<file path="src/rtl/uart_lc_defs.vh">
// Purpose: constants shared by the uart interrupt and line control block
// Assumes: registers are 8 bits wide, selected by a 3-bit offset
// Notes: field positions are bit numbers inside each register
`ifndef UART_LC_DEFS_VH
`define UART_LC_DEFS_VH

// =============================================================
// register offsets
`define OFS_DATA 3'h0
`define OFS_IER 3'h1
`define OFS_IIR 3'h2
`define OFS_LCR 3'h3
`define OFS_MCR 3'h4
`define OFS_LSR 3'h5
`define OFS_MSR 3'h6

// =============================================================
// line_format_control fields
`define LCR_STB 2
`define LCR_PEN 3
`define LCR_EPS 4
`define LCR_STICK 5
`define LCR_BRK 6
`define LCR_DIVISOR_WINDOW_SELECT 7

// =============================================================
// interrupt_enable_mask fields and fixed bits
`define IER_RDA 0
`define IER_TX_HOLD_EMPTY 1
`define IER_RLS 2
`define IER_MS 3
`define IER_HIGH_ONES 4'hf

// =============================================================
// handshake_output_control fields
`define MCR_OUT2 3

// =============================================================
// interrupt_source_id codes {id[2:1], pending_n}
`define IIR_RLS 3'h6
`define IIR_RDA 3'h4
`define IIR_TX_HOLD_EMPTY 3'h2
`define IIR_MS 3'h0
`define IIR_NONE 3'h1

// =============================================================
// reset values
`define RST_IER 4'h0
`define RST_LCR 8'h00
`define RST_MCR 5'h00
`define RST_DIV 16'h0060

// =============================================================
// timing: divisor ticks per bit, sample point inside a bit
`define TICK_LAST 4'hf
`define TICK_MID 4'h7

`endif

</file>
<file path="src/rtl/irq_rank.v">
// Purpose: rank enabled interrupt sources and hold the reported one
// Assumes: all inputs come from logic on clk
// Notes: id_reg is held while freeze is high
`timescale 1ns/1ps
`include "uart_lc_defs.vh"

module irq_rank (
  input wire clk, // system clock
  input wire srst, // synchronous reset, active high
  input wire ce, // clock enable
  input wire [3:0] enable, // interrupt enable bits 3:0
  input wire rda_pend, // received data ready
  input wire tx_hold_empty_pend, // holding register empty
  input wire rls_pend, // receiver line status
  input wire ms_pend, // modem status
  input wire freeze, // identification register addressed
  output reg [2:0] id_reg, // {code, pending_n}
  output wire irq // any enabled source pending
);

  wire [3:0] act;

  assign act = enable & {ms_pend, rls_pend, tx_hold_empty_pend, rda_pend};
  assign irq = |act;

  // =============================================================
  // priority encoder
  function [2:0] rank;
    input [3:0] a;
    begin
      if (a[`IER_RLS])
        rank = `IIR_RLS;
      else if (a[`IER_RDA])
        rank = `IIR_RDA;
      else if (a[`IER_TX_HOLD_EMPTY])
        rank = `IIR_TX_HOLD_EMPTY;
      else if (a[`IER_MS])
        rank = `IIR_MS;
      else
        rank = `IIR_NONE;
    end
  endfunction

  always @(posedge clk)
  begin
    if (srst)
      id_reg <= `IIR_NONE;
    else if (ce && !freeze)
      id_reg <= rank(act);
  end

endmodule // irq_rank

</file>
<file path="src/rtl/modem_status.v">
// Purpose: handshake_input_status register with change flags
// Assumes: cts, dsr, ri, dcd are asynchronous pins, active high
// Notes: change flags clear on read, a new change wins over the clear
`timescale 1ns/1ps

module modem_status (
  input wire clk, // system clock
  input wire srst, // synchronous reset, active high
  input wire ce, // clock enable
  input wire [3:0] pins, // {dcd, ri, dsr, cts} raw
  input wire clear, // register read
  output wire [7:0] status // register value
);

  reg [3:0] meta_reg;
  reg [3:0] sync_reg;
  reg [3:0] prev_reg;
  reg [3:0] flag_reg;
  reg primed_reg;
  wire [3:0] chg;
  wire [3:0] set;

  assign chg = sync_reg ^ prev_reg;
  // bit 2 only on ring trailing edge
  assign set = {4{primed_reg}} & {chg[3], prev_reg[2] & ~sync_reg[2], chg[1], chg[0]};
  assign status = {sync_reg[3], ~sync_reg[2], sync_reg[1], sync_reg[0], flag_reg};

  always @(posedge clk)
  begin
    if (srst)
    begin
      meta_reg <= 4'h0;
      sync_reg <= 4'h0;
      prev_reg <= 4'h0;
      flag_reg <= 4'h0;
      primed_reg <= 1'b0;
    end
    else if (ce)
    begin
      meta_reg <= pins;
      sync_reg <= meta_reg;
      prev_reg <= sync_reg;
      primed_reg <= 1'b1;
      flag_reg <= set | (flag_reg & ~{4{clear}});
    end
  end

endmodule // modem_status

</file>
<file path="src/rtl/uart_irq_and_line_control.v">
// Purpose: host side of a pc style uart: interrupts, line format, framing
// Assumes: cs, addr, rd, wr, din are synchronous to clk; rd and wr are pulses
// Notes: baud tick = clk / divisor, sixteen ticks per serial bit
// Contract
// - iir bit0 low when enabled interrupt pending
// - four priority levels encoded in iir bits 2:1
// - iir bits 7:3 read zero
// - addressing iir freezes reported source
// - ier bits 3:0 gate four sources
// - all enables clear: no id, no interrupt
// - status flags keep setting when disabled
// - ier bits 7:4 read one
// - lcr bits 1:0 select five to eight bits
// - lcr bit2 selects one or two stops
// - parity enable inserts and checks parity bit
// - lcr bit4 chooses odd or even parity
// - stick parity sends constant one
// - break bit holds output at space
// - three address lines select the registers
// - out2 low floats interrupt pin
// - ring edge or carrier change flags interrupt
`timescale 1ns/1ps
`include "uart_lc_defs.vh"

module uart_irq_and_line_control (
  input wire clk, // 125 MHz system clock
  input wire srst, // synchronous reset, active high
  input wire ce, // clock enable, freezes all state when low
  input wire cs, // chip select, active high
  input wire [2:0] addr, // register offset
  input wire rd, // read strobe pulse
  input wire wr, // write strobe pulse
  input wire [7:0] din, // write data
  output reg [7:0] dout_reg, // read data
  output reg dout_oe_n_reg, // read data enable, active low
  input wire sin, // serial input, asynchronous
  output reg sout_reg, // serial output
  input wire cts, // clear to send pin
  input wire dsr, // data set ready pin
  input wire ri, // ring indicator pin
  input wire dcd, // carrier detect pin
  output reg int_out_reg, // interrupt, active high
  output wire int_oe_n, // interrupt enable, low drives pin
  output wire dtr, // data terminal ready
  output wire rts, // request to send
  output wire out1 // general output 1
);

  localparam RX_IDLE = 3'b001;
  localparam RX_START = 3'b010;
  localparam RX_DATA = 3'b100;

  reg [3:0] ier_reg, tx_left_reg, tx_tick_reg, rx_tick_reg, rx_idx_reg;
  reg [7:0] lcr_reg, thr_reg, rbr_reg, rd_mux;
  reg [4:0] mcr_reg;
  reg [15:0] div_reg, div_cnt_reg;
  reg [11:0] tx_shift_reg, rx_bits_reg, tx_frame, rx_full;
  reg [2:0] rx_state_reg;
  reg tx_hold_empty_reg, tx_hold_empty_pend_reg, tx_busy_reg, sin_meta_reg, sin_sync_reg, rx_done;
  reg dr_reg, oe_reg, pe_reg, fe_reg, bi_reg;
  wire divisor_window_select, tick, irq, rx_pe, rx_fe;
  wire rd_hit, wr_hit, rd_rbr, rd_iir, rd_lsr, rd_msr, wr_thr, tx_load;
  wire [1:0] wl;
  wire [3:0] nbits, par_idx;
  wire [2:0] iir_id;
  wire [7:0] mask, serial_error_status, handshake_input_status, rx_data;

  // =============================================================
  // format helpers
  function par_bit;
    input [7:0] d;
    input [7:0] l;
    begin
      if (l[`LCR_STICK])
        par_bit = 1'b1;
      else
        par_bit = l[`LCR_EPS] ? ^d : ~^d;
    end
  endfunction

  assign divisor_window_select = lcr_reg[`LCR_DIVISOR_WINDOW_SELECT];
  assign wl = lcr_reg[1:0];
  assign mask = 8'hff >> (2'h3 - wl);
  // start + five data + one stop, plus length, parity, second stop
  assign nbits = 4'h7 + {2'h0, wl} + {3'h0, lcr_reg[`LCR_PEN]} +
                 {3'h0, lcr_reg[`LCR_STB]};
  assign par_idx = 4'h6 + {2'h0, wl};

  // =============================================================
  // register decode
  assign rd_hit = cs & rd;
  assign wr_hit = cs & wr;
  assign rd_rbr = rd_hit & (addr == `OFS_DATA) & ~divisor_window_select;
  assign rd_iir = rd_hit & (addr == `OFS_IIR);
  assign rd_lsr = rd_hit & (addr == `OFS_LSR);
  assign rd_msr = rd_hit & (addr == `OFS_MSR);
  assign wr_thr = wr_hit & (addr == `OFS_DATA) & ~divisor_window_select;

  assign serial_error_status = {1'b0, ~tx_busy_reg, tx_hold_empty_reg, bi_reg, fe_reg, pe_reg, oe_reg, dr_reg};
  assign dtr = mcr_reg[0];
  assign rts = mcr_reg[1];
  assign out1 = mcr_reg[2];
  assign int_oe_n = ~mcr_reg[`MCR_OUT2];

  always @*
  begin
    case (addr)
      `OFS_DATA: rd_mux = divisor_window_select ? div_reg[7:0] : rbr_reg;
      `OFS_IER: rd_mux = divisor_window_select ? div_reg[15:8] : {`IER_HIGH_ONES, ier_reg};
      `OFS_IIR: rd_mux = {5'h00, iir_id};
      `OFS_LCR: rd_mux = lcr_reg;
      `OFS_MCR: rd_mux = {3'h0, mcr_reg};
      `OFS_LSR: rd_mux = serial_error_status;
      `OFS_MSR: rd_mux = handshake_input_status;
      default: rd_mux = 8'h00;
    endcase
  end

  always @(posedge clk)
  begin
    if (srst)
    begin
      ier_reg <= `RST_IER;
      lcr_reg <= `RST_LCR;
      mcr_reg <= `RST_MCR;
      div_reg <= `RST_DIV;
      dout_reg <= 8'h00;
      dout_oe_n_reg <= 1'b1;
      int_out_reg <= 1'b0;
    end
    else if (ce)
    begin
      dout_oe_n_reg <= ~rd_hit;
      if (rd_hit)
        dout_reg <= rd_mux;
      int_out_reg <= irq;
      if (wr_hit)
      begin
        case (addr)
          `OFS_DATA:
            if (divisor_window_select)
              div_reg[7:0] <= din;
          `OFS_IER:
            if (divisor_window_select)
              div_reg[15:8] <= din;
            else
              ier_reg <= din[3:0];
          `OFS_LCR: lcr_reg <= din;
          `OFS_MCR: mcr_reg <= din[4:0];
          default: mcr_reg <= mcr_reg;
        endcase
      end
    end
  end

  // =============================================================
  // baud tick
  assign tick = (div_cnt_reg == 16'h0000);

  always @(posedge clk)
  begin
    if (srst)
      div_cnt_reg <= 16'h0000;
    else if (ce)
      div_cnt_reg <= tick ? ((div_reg > 16'h0001) ? div_reg - 16'h0001 : 16'h0000)
                          : div_cnt_reg - 16'h0001;
  end

  // =============================================================
  // transmitter
  assign tx_load = ~tx_busy_reg & ~tx_hold_empty_reg & ~wr_thr;

  always @*
  begin
    tx_frame = {3'h7, thr_reg | ~mask, 1'b0};
    if (lcr_reg[`LCR_PEN])
      tx_frame[par_idx] = par_bit(thr_reg & mask, lcr_reg);
  end

  always @(posedge clk)
  begin
    if (srst)
    begin
      thr_reg <= 8'h00;
      tx_hold_empty_reg <= 1'b1;
      tx_hold_empty_pend_reg <= 1'b0;
      tx_busy_reg <= 1'b0;
      tx_shift_reg <= 12'hfff;
      tx_left_reg <= 4'h0;
      tx_tick_reg <= 4'h0;
      sout_reg <= 1'b1;
    end
    else if (ce)
    begin
      if (wr_thr)
      begin
        thr_reg <= din;
        tx_hold_empty_reg <= 1'b0;
      end
      else if (tx_load)
        tx_hold_empty_reg <= 1'b1;
      // set on each refill wins over the service clear
      tx_hold_empty_pend_reg <= tx_load |
                       (tx_hold_empty_pend_reg & ~wr_thr & ~(rd_iir & (iir_id == `IIR_TX_HOLD_EMPTY)));
      if (tx_load)
      begin
        tx_busy_reg <= 1'b1;
        tx_shift_reg <= tx_frame;
        tx_left_reg <= nbits;
        tx_tick_reg <= 4'h0;
      end
      else if (tx_busy_reg && tick)
      begin
        tx_tick_reg <= tx_tick_reg + 4'h1;
        if (tx_tick_reg == `TICK_LAST)
        begin
          tx_shift_reg <= {1'b1, tx_shift_reg[11:1]};
          tx_left_reg <= tx_left_reg - 4'h1;
          if (tx_left_reg == 4'h1)
            tx_busy_reg <= 1'b0;
        end
      end
      sout_reg <= lcr_reg[`LCR_BRK] ? 1'b0 : (~tx_busy_reg | tx_shift_reg[0]);
    end
  end

  // =============================================================
  // receiver
  always @*
  begin
    rx_full = rx_bits_reg;
    rx_full[rx_idx_reg] = sin_sync_reg;
    rx_done = (rx_state_reg == RX_DATA) & tick & (rx_tick_reg == `TICK_LAST) &
              (rx_idx_reg == nbits - 4'h1);
  end

  assign rx_data = rx_full[8:1] & mask;
  assign rx_pe = lcr_reg[`LCR_PEN] & (rx_full[par_idx] != par_bit(rx_data, lcr_reg));
  assign rx_fe = ~rx_full[par_idx + {3'h0, lcr_reg[`LCR_PEN]}] |
                 (lcr_reg[`LCR_STB] & ~rx_full[nbits - 4'h1]);

  always @(posedge clk)
  begin
    if (srst)
    begin
      sin_meta_reg <= 1'b1;
      sin_sync_reg <= 1'b1;
      rx_state_reg <= RX_IDLE;
      rx_tick_reg <= 4'h0;
      rx_idx_reg <= 4'h1;
      rx_bits_reg <= 12'h000;
      rbr_reg <= 8'h00;
      dr_reg <= 1'b0;
      oe_reg <= 1'b0;
      pe_reg <= 1'b0;
      fe_reg <= 1'b0;
      bi_reg <= 1'b0;
    end
    else if (ce)
    begin
      sin_meta_reg <= sin;
      sin_sync_reg <= sin_meta_reg;
      if (tick)
      begin
        case (rx_state_reg)
          RX_IDLE:
            if (!sin_sync_reg)
            begin
              rx_state_reg <= RX_START;
              rx_tick_reg <= 4'h0;
            end
          RX_START:
          begin
            rx_tick_reg <= rx_tick_reg + 4'h1;
            if (rx_tick_reg == `TICK_MID)
            begin
              rx_state_reg <= sin_sync_reg ? RX_IDLE : RX_DATA;
              rx_tick_reg <= 4'h0;
              rx_idx_reg <= 4'h1;
              rx_bits_reg <= 12'h000;
            end
          end
          RX_DATA:
          begin
            rx_tick_reg <= rx_tick_reg + 4'h1;
            if (rx_tick_reg == `TICK_LAST)
            begin
              rx_bits_reg <= rx_full;
              rx_idx_reg <= rx_idx_reg + 4'h1;
              if (rx_done)
                rx_state_reg <= RX_IDLE;
            end
          end
          default: rx_state_reg <= RX_IDLE;
        endcase
      end
      if (rx_done)
        rbr_reg <= rx_data;
      // new events win over the read that services them
      dr_reg <= rx_done | (dr_reg & ~rd_rbr);
      oe_reg <= (rx_done & dr_reg) | (oe_reg & ~rd_lsr);
      pe_reg <= (rx_done & rx_pe) | (pe_reg & ~rd_lsr);
      fe_reg <= (rx_done & rx_fe) | (fe_reg & ~rd_lsr);
      bi_reg <= (rx_done & ~|rx_full) | (bi_reg & ~rd_lsr);
    end
  end

  // =============================================================
  // modem status and interrupt ranking
  modem_status u_modem_status (
    .clk(clk),
    .srst(srst),
    .ce(ce),
    .pins({dcd, ri, dsr, cts}),
    .clear(rd_msr),
    .status(handshake_input_status)
  );

  irq_rank u_irq_rank (
    .clk(clk),
    .srst(srst),
    .ce(ce),
    .enable(ier_reg),
    .rda_pend(dr_reg),
    .tx_hold_empty_pend(tx_hold_empty_pend_reg),
    .rls_pend(oe_reg | pe_reg | fe_reg | bi_reg),
    .ms_pend(handshake_input_status[2] | handshake_input_status[3]),
    .freeze(cs & (addr == `OFS_IIR)),
    .id_reg(iir_id),
    .irq(irq)
  );

endmodule // uart_irq_and_line_control

</file>
<file path="config.mk">
export PLATFORM = sky130hd
export DESIGN_NAME = uart_irq_and_line_control
export DESIGN_NICKNAME = d
export VERILOG_FILES = /design/src/rtl/irq_rank.v /design/src/rtl/modem_status.v /design/src/rtl/uart_irq_and_line_control.v
export VERILOG_INCLUDE_DIRS = /design/src /design/src/rtl
export SDC_FILE = /design/constraint.sdc
export NUM_CORES = 1
export LEC_CHECK = 0
export BUFFER_PORTS_ARGS = -buffer_cell sky130_fd_sc_hd__buf_2
export CAP_MARGIN = 10
export CORE_MARGIN = 10
export CORE_UTILIZATION = 55
export DETAILED_ROUTE_END_ITERATION = 10
export PLACE_DENSITY = 0.82
export SLEW_MARGIN = 30
export SYNTH_ARGS = -nofsm -noshare
export SYNTH_HDL_FRONTEND = slang
export SYNTH_SLANG_ARGS = --single-unit
</file>
<file path="constraint.sdc">
create_clock -name clk -period 3.5 [get_ports clk]
set_input_delay 0.525 -clock clk [delete_from_list [all_inputs] [get_ports clk]]
set_output_delay 0.525 -clock clk [all_outputs]
set_load 0.05 [all_outputs]
</file>
---- Word-level counts from Yosys, hierarchy flattened ----
Cells that the tools add are included.
word-level totals
  bits in read-only memories .............. 0
  bits in latches ......................... 0
  memories kept ........................... 0
  flip-flop bits (word level) ............. 149
  bits in writable memories ............... 0
  output and inout bits ................... 15
cells by class
  bitwise logic cells ..................... 64
  equal/unequal tests ..................... 20
  reduce and logical (&&, ||, !) cells .... 35
  order comparisons ....................... 7
  shift-type cells ........................ 1
  add/sub/neg operators ................... 13
  multiply operators ...................... 0
  muxes and demuxes ....................... 57
  divide/modulo/power cells ............... 0
operators by type and width
  operator               count
  $mux 12                6
  $pmux 8 s7             1
  $mux 4                 9
  $mux 16                2
  $sub 16x1->16 const B  2
  $and 1x1->1            30
  $bwmux 12              2
  $mux 3                 8
  $pmux 12 s2            1
  $lt 4x5->1 const B     4
  $reduce_and 4->1       5
  $mux 1                 18
  $and 8x8->8            2
  $gt 16x1->1 const B    1
  $logic_not 16->1       1
  $mux 8                 2
  $reduce_xnor 8->1      2
  $reduce_xor 8->1       2
  $add 4x1->4            3
  $add 4x1->4 const B    3
  $and 4x4->4            3
  $bmux 1 s4             3
  $eq 3x2->1 const B     4
  $eq 3x3->1 const B     4
  35 further kinds       79

---- Depth between registers and ports, before layout ----
Gate-level depths: netlist of the first run.
  depth in word-level cells ............... 13
  mapped depth ............................ 16
  depth with buffers taken out ............ 14

---- By module ----
From an unflattened synthesis of the first run, not the netlist that was laid out.
second synthesis, totals
  cell total of the unflattened synthesis .. 1,006
  area total of the unflattened synthesis .. 8,303.0 sq um
by module, submodules not included
  module                     cells an instance  times used  area an instance (sq um)  sequential area each (sq um)
  uart_irq_and_line_control  929                1           7,482.2                   2,582.5
  modem_status               61                 1           683.2                     340.3
  irq_rank                   16                 1           137.6                     60.1

---- Worst setup path after synthesis of the first run ----
No wires, ideal clock.
  path type ............................... register to register
  start point ............................. register lcr_reg[0]
  end point ............................... register pe_reg
  slack ................................... -249 ps
  stages on the path, launching flop included .. 16
  data required time ...................... 3,438 ps
  library setup time ...................... 62 ps
  arrival ................................. 3,687 ps
  cell sequence ........................... dfxtp_1 > inv_1 > ha_1 > inv_1 > ha_1 > fa_1 > inv_1 > ha_1 > clkbuf_1 > xnor2_1 > nor4_1 > nand2_1 > nor3_2 > or4b_1 > or4b_1 > nand3_1
between the ends
  cells in the longest elaborated chain, start to end .. 10
ends and longest elaborated chain
  item                                                                 line                             text
  from (decl)                                                          uart_irq_and_line_control.v:54   reg [7:0] lcr_reg, thr_reg, rbr_reg, rd_mux;
  from (signal assigned)                                               uart_irq_and_line_control.v:124  lcr_reg <= `RST_LCR;
  from (signal assigned)                                               uart_irq_and_line_control.v:148  `OFS_LCR: lcr_reg <= din;
  parallel branches: the longest is 8 deep, another holds $add 3x2->4  -
  $and 1x1->1 (*)                                                      uart_irq_and_line_control.v:302  pe_reg <= (rx_done & rx_pe) | (pe_reg & ~rd_lsr);
  $or 1x1->1 (*)                                                       uart_irq_and_line_control.v:302
  to (signal assigned)                                                 uart_irq_and_line_control.v:302
  to (decl)                                                            uart_irq_and_line_control.v:60   reg dr_reg, oe_reg, pe_reg, fe_reg, bi_reg;
Every way passes the cells marked *. The select of a mux whose other input is x is not followed.
A chain may end at the register's enable or synchronous reset.

---- Final worst setup path of the first run ----
Same ends and word-level chain as after synthesis.

==> summary.md, run 1 <==
| Metric | Value |
|---|---|
| Final Hold Viols | `0` |
| Critical Path AT | `3880 ps` |
| WS Path Type | `flop to flop` |
| Lkg Pwr | `3.810 nW` |
| Clk root buf | `clkbuf_16` |
| Clock buffer depth | `2` |
| Reg clk slew, reported paths | `70 ps` |
| Top Ports | `37` |
| Cells after Synth | `1,012` |
| TNS Setup | `-8.973 ps` |
| Worst skew pair latency | `440 ps` |
| Nets | `1,079` |
| Max Clock Freq | `285.0 MHz` |
| Core area | `15,030 um^2` |
| Slew @ Worst Pin | `851.0 ps` |
| CTS Hold Bufs | `0` |
| Hold slack | `313.5 ps` |
| Die H | `143.4 um` |
| First DRT Iteration DRCs | `965` |
| Final WS setup | `-8.973 ps` |
| Clock sinks | `149` |
| Post-synthesis register bit count | `149` |
| Setup Skew | `11.34 ps` |
| Tmin final | `3509 ps` |
| Final Cell Area | `9534 um^2` |
| Largest cells by area after synthesis | `dfxtp_1 36%, mux2i_1 9.1%, nor2_1 6.7%` |
| DR vias | `7,761` |
| Unrepaired setup endpoints after global routing | `yes` |
| Share of the synthesized area in the top cell type | `0.3563` |
| Die W | `143.4 um` |
| Residual DRC | `0` |
| Max cap viols | `0` |
| Die area | `20,560 um^2` |
| Ant. Diodes | `0` |
| WL/cell | `17.92 um` |
| Router iterations before antenna repair | `8` |
| Top cells by count, synth | `149 x dfxtp_1, 149 x nor2_1, 84 x nand2_1` |
| Total GRT Usage | `0.2185` |
| Initial antenna violation count | `0` |
| Async SR Flop Fraction | `0` |
| Mapped Area | `8372 um^2` |
| Global-route wire length before repair | `36,720 um` |
| Crit Path Max Fanout | `4` |
| Slew HR | `0.4327` |
| Placer congestion estimate | `0.9149` |
| DP HPWL | `15,220 um` |
| Mean Syn Cell Area | `8.273 um^2` |
| Synth Net Count | `1,055` |
| H-tree depth | `4` |
| Total congestion overflow | `0` |
| Via density | `6.274` |
| CP Capture Type | `flop` |
| Status | `finished with violations` |
| Fill cell count | `1,237` |
| Post-synthesis cell type count | `71` |
| Initial core utilization | `0.5569` |
| DRT Wirelength | `22,170 um` |
| Largest net degree at the start of global routing | `82` |
| Row count | `45` |
| Final setup fails | `1` |
| Area post-placement | `8788 um^2` |
| Num CTS Buffers | `17` |
| Synth-to-layout area growth | `13.88%` |
| Max-slew violation count | `0` |
| # port buffers | `36` |
| Vias in the first global route | `7,292` |
| Fin crit share | `1.003` |
| Critical Path RT | `3870 ps` |
| Hold WC Path Type | `input port to flop` |
| Failing checks | `setup timing` |
| Area leader, netlist | `dfxtp_1` |
| Ys Warns | `0` |
| CP Launch Type | `flop` |
| Antenna Nets Post-Route | `0` |
| Seq/Total Area, Yosys | `0.3563` |
| Pwr dens | `479.9 nW/um^2` |
| Post-synth EDFFs | `0` |
| Synth Flop Type | `dfxtp_1` |
| TritonCTS clock tree | `done` |
| VDD IR-drop max | `0.3714 mV` |
| Final core occ | `0.6342` |
| Total power | `0.004575 W` |
| Share of layout cells above drive strength 1 | `0.1392` |
==> where the power goes <==
group	internal (W)	total (W)	switching (W)
clock	0.00123	0.00204	0.000808
sequential	0.00175	0.00183	0.0000756
combinational	0.000273	0.000709	0.000436
==> routing by layer <==
| metal | part of all wire | up-vias | global-route usage |
|---|---|---|---|
| met4 | 0.026 | 0 | 0.09135 |
| met3 | 0.075 | 55 | 0.04455 |
| met1 | 0.43 | 3659 | 0.2806 |
| li1 | - | 3693 | - |
| met5 | 0 | - | 0 |
| met2 | 0.47 | 354 | 0.3494 |
==> timing repair <==
item                       4_1_cts  5_1_grt
buffers inserted                 5        2
resized for setup                1        7
pin swaps                        5        4
setup endpoints to repair        1       11
==> cell type report <==
| class | instances | area, um^2 | area share |
|---|---|---|---|
| clock buffers | 17 | 425.4 | 0.04462 |
| flip-flops and latches | 149 | 2985 | 0.3131 |
| multi-input cells | 767 | 5092 | 0.5341 |
| clock inverters | 15 | 231.5 | 0.02428 |
| well taps | 188 | 235.2 | 0.02467 |
| repair buffers | 72 | 452.9 | 0.04751 |
| inverters | 29 | 111.4 | 0.01168 |
==> per-stage QoR <==
stage | setup slack [ps] | instances
after floorplan | 4.645 | 1012
after global placement | 55.48 | 1199
after detailed placement | -22.12 | 1199
after CTS | 23.79 | 1236
after global routing | -244.0 | 1237
final | -8.973 | 1237
==> critical path: stages (launching register included) <==
cell	delay [ps]
dfxtp_2	360
inv_4	50
ha_4	260
inv_1	40
ha_2	170
fa_1	520
inv_2	50
ha_4	210
xnor2_1	120
nor4_1	290
nand2_1	180
nor3_4	170
or4b_4	480
or4b_1	470
nand3_1	90
==> final timing paths <==
check | start | end | slack, ps | depth (start not counted)
max | lcr_reg[0]$_SDFFE_PP0P_ | pe_reg$_SDFFE_PP0P_ | -9 | 14
min | sin | sin_meta_reg$_SDFFE_PP1P_ | 310 | 3
max reg2reg | lcr_reg[0]$_SDFFE_PP0P_ | pe_reg$_SDFFE_PP0P_ | -9 | 14
min reg2reg | dout_reg[0]$_SDFFE_PP0P_ | dout_reg[0]$_SDFFE_PP0P_ | 450 | 2
==> kinds of logic after synthesis <==
kind of cell | synth area share
compound gates | 0.1710
simple gates | 0.2270
buf+inv | 0.04334
fa+ha+maj | 0.03228
flops | 0.3563
mux | 0.1218
xor+xnor | 0.04827
==> placed cells by master (no fill, tap or decap), types with 7 or more instances in the layout <==
cell type  netlist  layout
nor2_1         149     149
dfxtp_1        149     147
nand2_1         84      84
mux2i_1         76      76
o21ai_0         49      49
a21oi_1         47      47
nand3_1         43      43
buf_4            0      37
buf_2            2      35
inv_1           29      26
a22oi_1         25      25
xnor2_1         23      22
nor3_1          19      18
xor2_1          18      18
ha_1            20      17
clkbuf_16        0      17
mux2_2          13      13
nor4_1          14      13
a31oi_1         12      12
nor3b_1         11      11
nor2b_1          9       9
nand3b_1         9       9
or3_1            9       9
a211oi_1         9       9
and3_1           7       7
nand4_1          7       7
Note: power is estimated with default switching activity, not from simulation.
==> inputs of run 2 (changes only) <==
- BUFFER_PORTS_ARGS: -buffer_cell sky130_fd_sc_hd__buf_2 -> -buffer_cell sky130_fd_sc_hd__clkbuf_2
- SYNTH_HIERARCHICAL: not set -> 1
==> summary.md, run 2 <==
| Metric | Value |
|---|---|
| Status | `finished clean` |
| Critical Path RT | `3860 ps (about the same)` |
| Largest net degree at the start of global routing | `84 (+2.4%)` |
| Async SR Flop Fraction | `0 (unchanged)` |
| Area leader, netlist | `dfxtp_1` |
| Num CTS Buffers | `17 (unchanged)` |
| Clock Power Share | `0.397 (-0.048)` |
| Initial antenna violation count | `0 (unchanged)` |
| Final Hold Viols | `0 (unchanged)` |
| Mapped Area | `8303 um^2 (-0.82%)` |
| Fin crit share | `0.9556 (-0.04697)` |
| Die W | `142.9 um (-0.36%)` |
| WS Path Type | `flop to flop` |
| Ys Warns | `6 (+6)` |
| Slew @ Worst Pin | `880.7 ps (+29.72 ps)` |
| Clock sinks | `149 (unchanged)` |
| Final setup fails | `0 (-1)` |
| Seq/Total Area, Yosys | `0.3593 (+0.002953)` |
| Slew HR | `0.4107 (-0.02198)` |
| DP HPWL | `14,730 um (-3.2%)` |
| Synth Net Count | `1,049 (-0.57%)` |
| Core area | `14,640 um^2 (-2.6%)` |
| Final core occ | `0.6344 (about the same)` |
| Cells after Synth | `1,006 (-0.59%)` |
| CP Launch Type | `flop` |
| Most common cell after layout, fill and taps aside | `dfxtp_1` |
| Synth-to-layout area growth | `11.89%` |
| Setup WS pre-CTS | `83.69 ps (+105.8 ps)` |
| Hold slack | `313.3 ps (-0.1930 ps)` |
| Tmin final | `3345 ps (-164.4 ps)` |
| Crit Path Max Fanout | `6 (+2)` |
| Most frequent cells in the layout | `149 x dfxtp_1, 133 x nor2_1, 99 x nand2_1, 78 x mux2i_1, 62 x a21oi_1` |
| Initial core utilization | `0.5670 (+0.01010)` |
| Comb pwr share | `0.197 (+0.042)` |
| WL/cell | `17.61 um (-1.7%)` |
| Clock buffer depth | `2 (unchanged)` |
| Synth Flop Type | `dfxtp_1` |
| Sw Share | `0.3213 (+0.03283)` |
| H-tree depth | `4 (unchanged)` |
| Global-route wire length before repair | `35,300 um (-3.9%)` |
| Router iterations before antenna repair | `5 (-3)` |
| Total congestion overflow | `0 (unchanged)` |
| TritonCTS clock tree | `done` |
| Critical Path AT | `3700 ps (-180 ps)` |
| Mean Syn Cell Area | `8.253 um^2 (-0.23%)` |
| Die H | `142.9 um (-0.36%)` |
| Die area | `20,410 um^2 (-0.71%)` |
| Fill cell count | `1,208 (-2.3%)` |
| # port buffers | `36 (unchanged)` |
| Residual DRC | `0 (unchanged)` |
| Unrepaired setup endpoints after global routing | `no` |
| DR vias | `7,403 (-4.6%)` |
| Final WS setup | `155.4 ps (+164.4 ps)` |
| Max cap viols | `0 (unchanged)` |
| Largest cells by area after synthesis | `dfxtp_1 36%, mux2i_1 9.4%, nor2_1 6.0%` |
| Antenna Nets Post-Route | `0 (unchanged)` |
| Hold WC Path Type | `input port to flop` |
| Reg clk slew, reported paths | `60 ps (about the same)` |
| Max-slew violation count | `0 (unchanged)` |
| Sw power | `0.001476 W (+12%)` |
| Nets | `1,066 (-1.2%)` |
| Total GRT Usage | `0.2137 (-0.004811)` |
| Row count | `44 (-2.2%)` |
| Sequential power share | `0.405 (+0.005)` |
| Placer congestion estimate | `0.9409 (+2.8%)` |
| Internal cell power | `0.003119 W (-4.2%)` |
| Post-synthesis cell type count | `76 (+7.0%)` |
| Top cells by count, synth | `149 x dfxtp_1, 133 x nor2_1, 99 x nand2_1` |
| CP Capture Type | `flop` |
| Share of the synthesized area in the top cell type | `0.3593 (+0.002953)` |
| Area post-placement | `8658 um^2 (-1.5%)` |
| Top Ports | `37 (unchanged)` |
| Count leader, synth | `dfxtp_1` |
| Max Clock Freq | `299.0 MHz (+4.9%)` |
| Setup Skew | `7.797 ps (-3.544 ps)` |
| Lkg Pwr | `3.544 nW (-7.0%)` |
| Clk root buf | `clkbuf_16` |
| Final Cell Area | `9290 um^2 (-2.6%)` |
| TNS Setup | `0 ps (+8.973 ps)` |
| Worst skew pair latency | `430 ps (about the same)` |
| Pwr dens | `494.7 nW/um^2 (+3.1%)` |
| Via density | `6.068 (-3.3%)` |
| DRT Wirelength | `21,490 um (-3.1%)` |
| Share of layout cells above drive strength 1 | `0.1293 (-0.009837)` |
| Post-synthesis register bit count | `149 (unchanged)` |
| Ant. Diodes | `0 (unchanged)` |
| Vias in the first global route | `6,881 (-5.6%)` |
| First DRT Iteration DRCs | `636 (-34%)` |
| CTS Hold Bufs | `0 (unchanged)` |
| VDD IR-drop max | `0.4077 mV (+9.8%)` |
| Post-synth EDFFs | `0 (unchanged)` |
## run 2: cell count changes after synthesis, sizes merged, moves of 7 or more
cell | before | now
a211o | 1 | 10
a21oi | 47 | 64
buf | 7 | 23
clkbuf | 60 | 43
nand2 | 84 | 100
nand3 | 44 | 24
nor2 | 149 | 134
nor3 | 20 | 32
nor4 | 15 | 5
o21ai | 51 | 62
xnor2 | 23 | 30
## run 2: worst paths after layout
check | to | startpoint | slack [ps] | cells after the start
worst max-delay path | rbr_reg[6]$_SDFFE_PP0P_ | lcr_reg[0]$_SDFFE_PP0P_ | 160 | 13
worst min-delay path | sin_meta_reg$_SDFFE_PP1P_ | sin | 310 | 2
worst max register to register | rbr_reg[6]$_SDFFE_PP0P_ | lcr_reg[0]$_SDFFE_PP0P_ | 160 | 13
worst min register to register | dout_reg[2]$_SDFFE_PP0P_ | dout_reg[2]$_SDFFE_PP0P_ | 450 | 2
## run 2: power groups by stage
stage / clock (W) / sequential, W / combinational (W)
CTS: 0.00184 / 0.00186 / 0.000894
global placement: 0 / 0.00190 / 0.000873
finish: 0.00183 / 0.00186 / 0.000906
floorplan: 0 / 0.00189 / 0.000745
global route: 0.00192 / 0.00188 / 0.00103
detailed placement: 0 / 0.00190 / 0.000890
## run 2: cell families (layout without fill, tap and decap cells)
| family | Yosys count | in the layout | synth area share |
|---|---|---|---|
| AO/OA/AOI/OAI | 217 | 217 | 0.1641 |
| XOR/XNOR | 43 | 43 | 0.04702 |
| buffers and inverters | 99 | 129 | 0.05093 |
| AND/OR/NAND/NOR | 386 | 386 | 0.2263 |
| flip-flops | 149 | 149 | 0.3593 |
| multiplexers | 91 | 91 | 0.1198 |
| adder cells (fa/ha/maj) | 21 | 21 | 0.03255 |
## run 2: area by class of cell
| type | count | area [um^2] | share of cell area |
|---|---|---|---|
| flip-flops and latches | 149 | 2983 | 0.3211 |
| well taps | 184 | 230.2 | 0.02478 |
| multi-input cells | 758 | 4971 | 0.5351 |
| repair buffers | 64 | 392.9 | 0.04229 |
| clock buffers | 18 | 429.2 | 0.04620 |
| clock inverters | 14 | 158.9 | 0.01710 |
| inverters | 33 | 125.1 | 0.01347 |
## run 2: through the flow
step / power (W) / instances
2_1_floorplan: 0.002635 / 1006
4_1_cts: 0.004599 / 1219
3_5_place_dp: 0.002788 / 1186
3_3_place_gp: 0.002769 / 1186
6_report: 0.004596 / 1220
5_1_grt: 0.004829 / 1220
## run 2: timing repair
item,4_1_cts,5_1_grt
setup buffers,1,1
pin swaps,0,1
gates resized for setup,0,4
gates cloned,0,0
setup endpoints to repair,1,9
## run 2: layer usage
| metal | track usage | up-vias | share of wire |
|---|---|---|---|
| li1 | - | 3588 | - |
| met1 | 0.2754 | 3491 | 0.44 |
| met2 | 0.3312 | 267 | 0.46 |
| met3 | 0.06235 | 57 | 0.074 |
| met4 | 0.08089 | 0 | 0.032 |
| met5 | 0 | - | 0 |
## run 2: critical path: stages, from the launching register on
cell and delay, ps:
dfxtp_1 360, clkinv_2 90, ha_4 270, inv_1 60
ha_1 200, fa_1 510, inv_1 90, ha_4 170
xnor2_2 130, xor2_1 140, or3_4 440, or2_4 270
or3_1 380, a21oi_2 150
==> inputs of run 3 (changes only) <==
- ABC_AREA: not set -> 1
==> summary.md, run 3 <==
| Metric | Value |
|---|---|
| Lkg Pwr | `3.884 nW (+9.6%)` |
| Reg2reg setup slack | `130 ps (-20 ps)` |
| DR vias | `8,338 (+13%)` |
| Final setup fails | `0 (unchanged)` |
| Final Cell Area | `9279 um^2 (-0.12%)` |
| Share of layout cells above drive strength 1 | `0.1093 (-0.02007)` |
| Top Ports | `37 (unchanged)` |
| Buf/Inv on CP | `3 (unchanged)` |
| Mapped Area | `8403 um^2 (+1.2%)` |
| Setup WS pre-CTS | `84.23 ps (+0.5402 ps)` |
| Placed Instances | `1,425 (+20%)` |
| Critical Path RT | `3860 ps (about the same)` |
| DRT Wirelength | `23,530 um (+9.5%)` |
| Synth-to-layout area growth | `10.42%` |
| Most frequent cells in the layout | `253 x nand2_1, 149 x dfxtp_1, 147 x inv_1, 133 x o21ai_0, 121 x a21oi_1` |
| Slowest CP cell | `fa_1` |
| R2R Path End | `pe_reg$_SDFFE_PP0P_` |
| Post-synth EDFFs | `0 (unchanged)` |
| First DRT Iteration DRCs | `740 (+16%)` |
| Num CTS Buffers | `17 (unchanged)` |
| Clock buffer depth | `2 (unchanged)` |
| CP Capture Type | `flop` |
| Final cell count without fillers | `1,460 (+20%)` |
| Post-synthesis register bit count | `149 (unchanged)` |
| WS Path Type | `flop to flop` |
| Crit path cell chain | `inv_1, ha_1, inv_1, ha_1, fa_1, inv_1, ha_2, xor2_1, nand4_1, nand3b_1, a21oi_1, nand3_2, nor2_1, nand3_1, a21oi_1` |
| Total congestion overflow | `0 (unchanged)` |
| Core area | `15,090 um^2 (+3.0%)` |
| Tmin final | `3367 ps (+22.62 ps)` |
| Initial antenna violation count | `0 (unchanged)` |
| Status | `finished clean` |
| Final Hold Viols | `0 (unchanged)` |
| CP Launch Type | `flop` |
| Count leader, synth | `nand2_1` |
| Die H | `143.6 um (+0.52%)` |
| Die W | `143.6 um (+0.52%)` |
| Cell family with most CP delay | `adder cells` |
| Area leader, netlist | `dfxtp_1` |
| Router iterations before antenna repair | `6 (+1)` |
| Area post-placement | `8675 um^2 (+0.19%)` |
| VDD IR-drop max | `0.3102 mV (-24%)` |
| Fill cell count | `1,377 (+14%)` |
| TNS Setup | `0 ps (unchanged)` |
| Most common cell after layout, fill and taps aside | `nand2_1` |
| Via density | `5.711 (-5.9%)` |
| Slew @ Worst Pin | `900.0 ps (+19.35 ps)` |
| Clock sinks | `149 (unchanged)` |
| Seq/Total Area, Yosys | `0.3550 (-0.004279)` |
| WL/cell | `16.11 um (-8.5%)` |
| Initial core utilization | `0.5569 (-0.01010)` |
| Nets | `1,302 (+22%)` |
| Ant. Diodes | `0 (unchanged)` |
| Clk root buf | `clkbuf_16` |
| Reg2reg path depth | `15 (+2)` |
| Global-route wire length before repair | `37,960 um (+7.5%)` |
| CTS Hold Bufs | `0 (unchanged)` |
| Crit-path most repeated cell | `inv_1` |
| Cells after Synth | `1,233 (+23%)` |
| Worst skew pair latency | `440 ps (about the same)` |
| Row count | `45 (+2.3%)` |
| H-tree depth | `4 (unchanged)` |
| FF-to-FF Start | `lcr_reg[0]$_SDFFE_PP0P_` |
| Hold depth | `3 (+1)` |
| Crit Path Max Fanout | `6 (unchanged)` |
| Slew HR | `0.3963 (-0.01444)` |
| Total GRT Usage | `0.2296 (+0.01594)` |
| Residual DRC | `0 (unchanged)` |
| Setup Skew | `12.52 ps (+4.719 ps)` |
| Pwr dens | `430.2 nW/um^2 (-13%)` |
| Synth Net Count | `1,276 (+22%)` |
| Largest cells by area after synthesis | `dfxtp_1 35%, nand2_1 11%, o21ai_0 7.9%` |
| Hold WC Path Type | `input port to flop` |
| Die area | `20,620 um^2 (+1.0%)` |
| Post-synthesis cell type count | `53 (-30%)` |
| DP HPWL | `16,990 um (+15%)` |
| WHS Endpoint | `u_modem_status/meta_reg[0]$_SDFFE_PP0P_` |
| Mean Syn Cell Area | `6.815 um^2 (-17%)` |
| Top cells by count, synth | `253 x nand2_1, 149 x dfxtp_1, 148 x inv_1` |
| TritonCTS clock tree | `done` |
| Share of the synthesized area in the top cell type | `0.3550 (-0.004279)` |
| Placer congestion estimate | `0.9891 (+5.1%)` |
| Max cap viols | `0 (unchanged)` |
| Max-slew violation count | `0 (unchanged)` |
| Hold_sp | `cts` |
| # port buffers | `36 (unchanged)` |
| Antenna Nets Post-Route | `0 (unchanged)` |
| Ys Warns | `6 (unchanged)` |
| Async SR Flop Fraction | `0 (unchanged)` |
| Worst path max stage delay | `520 ps (about the same)` |
| Largest net degree at the start of global routing | `60 (-29%)` |
| Max Clock Freq | `297.0 MHz (-0.67%)` |
| Fin crit share | `0.9621 (+0.006464)` |
| Reg clk slew, reported paths | `60 ps (about the same)` |
| Hold slack | `315.8 ps (+2.520 ps)` |
| Synth Flop Type | `dfxtp_1` |
| Critical Path AT | `3720 ps (+20 ps)` |
| Final WS setup | `132.8 ps (-22.62 ps)` |
| Vias in the first global route | `7,693 (+12%)` |
[run 3: changes by cell type in the layout (fill, tap and decap cells not counted), sizes merged, moves of 14 or more]
cell    before  now
xor2        12   30
mux2i       78    0
nand3       24   70
inv         40  162
buf         29   15
o21ai       62  153
xnor2       30    4
nor2       134  118
o211ai       3   17
nand2      100  262
a21oi       64  123
a22oi       19    2
[run 3: tightest hold or removal path, delay by kind of cell]
kind	cells	cell delay, ps
AND/OR/NAND/NOR	2	110
buffers and inverters	1	80
[run 3: timing repair]
item | in CTS | in global routing
setup buffers | 0 | 3
gates resized for setup | 0 | 2
endpoints found under the hold margin | 0 | 0
setup endpoints to repair | 0 | 6
[run 3: power by group]
group          internal, W  total, W  switching, W
Sequential         0.00174   0.00178     0.0000364
Clock             0.000995   0.00180      0.000808
Combinational     0.000132  0.000413      0.000280
[run 3: worst max path at each step]
stage,slack [ps],end,start,depth (start not counted)
floorplan,420,rx_state_reg[0]$_SDFFE_PP1P_,lcr_reg[0]$_SDFFE_PP0P_,15
global placement,220,rbr_reg[2]$_SDFFE_PP0P_,lcr_reg[0]$_SDFFE_PP0P_,15
detailed placement,80,rbr_reg[2]$_SDFFE_PP0P_,lcr_reg[0]$_SDFFE_PP0P_,15
CTS,70,rbr_reg[2]$_SDFFE_PP0P_,lcr_reg[0]$_SDFFE_PP0P_,15
global route,-40,rbr_reg[1]$_SDFFE_PP0P_,lcr_reg[0]$_SDFFE_PP0P_,15
finish,130,pe_reg$_SDFFE_PP0P_,lcr_reg[0]$_SDFFE_PP0P_,15
[run 3: cell type report]
type | count | area (um^2) | area share
clock inverter | 15 | 148.9 | 0.01605
multi-input combinational | 876 | 4577 | 0.4933
tap | 188 | 235.2 | 0.02535
inverter | 164 | 616.8 | 0.06648
timing repair buffer | 51 | 292.8 | 0.03155
clock buffer | 17 | 425.4 | 0.04585
sequential | 149 | 2983 | 0.3215
[run 3: per-layer routing]
layer	GRT usage	wire length (um)	up-vias
met2	0.3687	10900	324
met3	0.04917	1658	46
met4	0.1042	788	0
li1	-	-	4121
met5	0	0	-
met1	0.2889	10180	3847
[run 3: kinds of logic after synthesis]
logic type      synth area share
simple gates              0.2570
xor+xnor                 0.03812
fa+ha+maj                0.03216
buf+inv                   0.1013
flops                     0.3550
compound gates            0.2165
[run 3: metrics by stage]
| step | util | total power [W] |
|---|---|---|
| 3_5_place_dp | 0.5749 | 0.002216 |
| 5_1_grt | 0.6149 | 0.004125 |
| 6_report | 0.6149 | 0.003992 |
| 2_1_floorplan | - | 0.002106 |
| 3_3_place_gp | 0.5749 | 0.002206 |
| 4_1_cts | 0.6129 | 0.003988 |
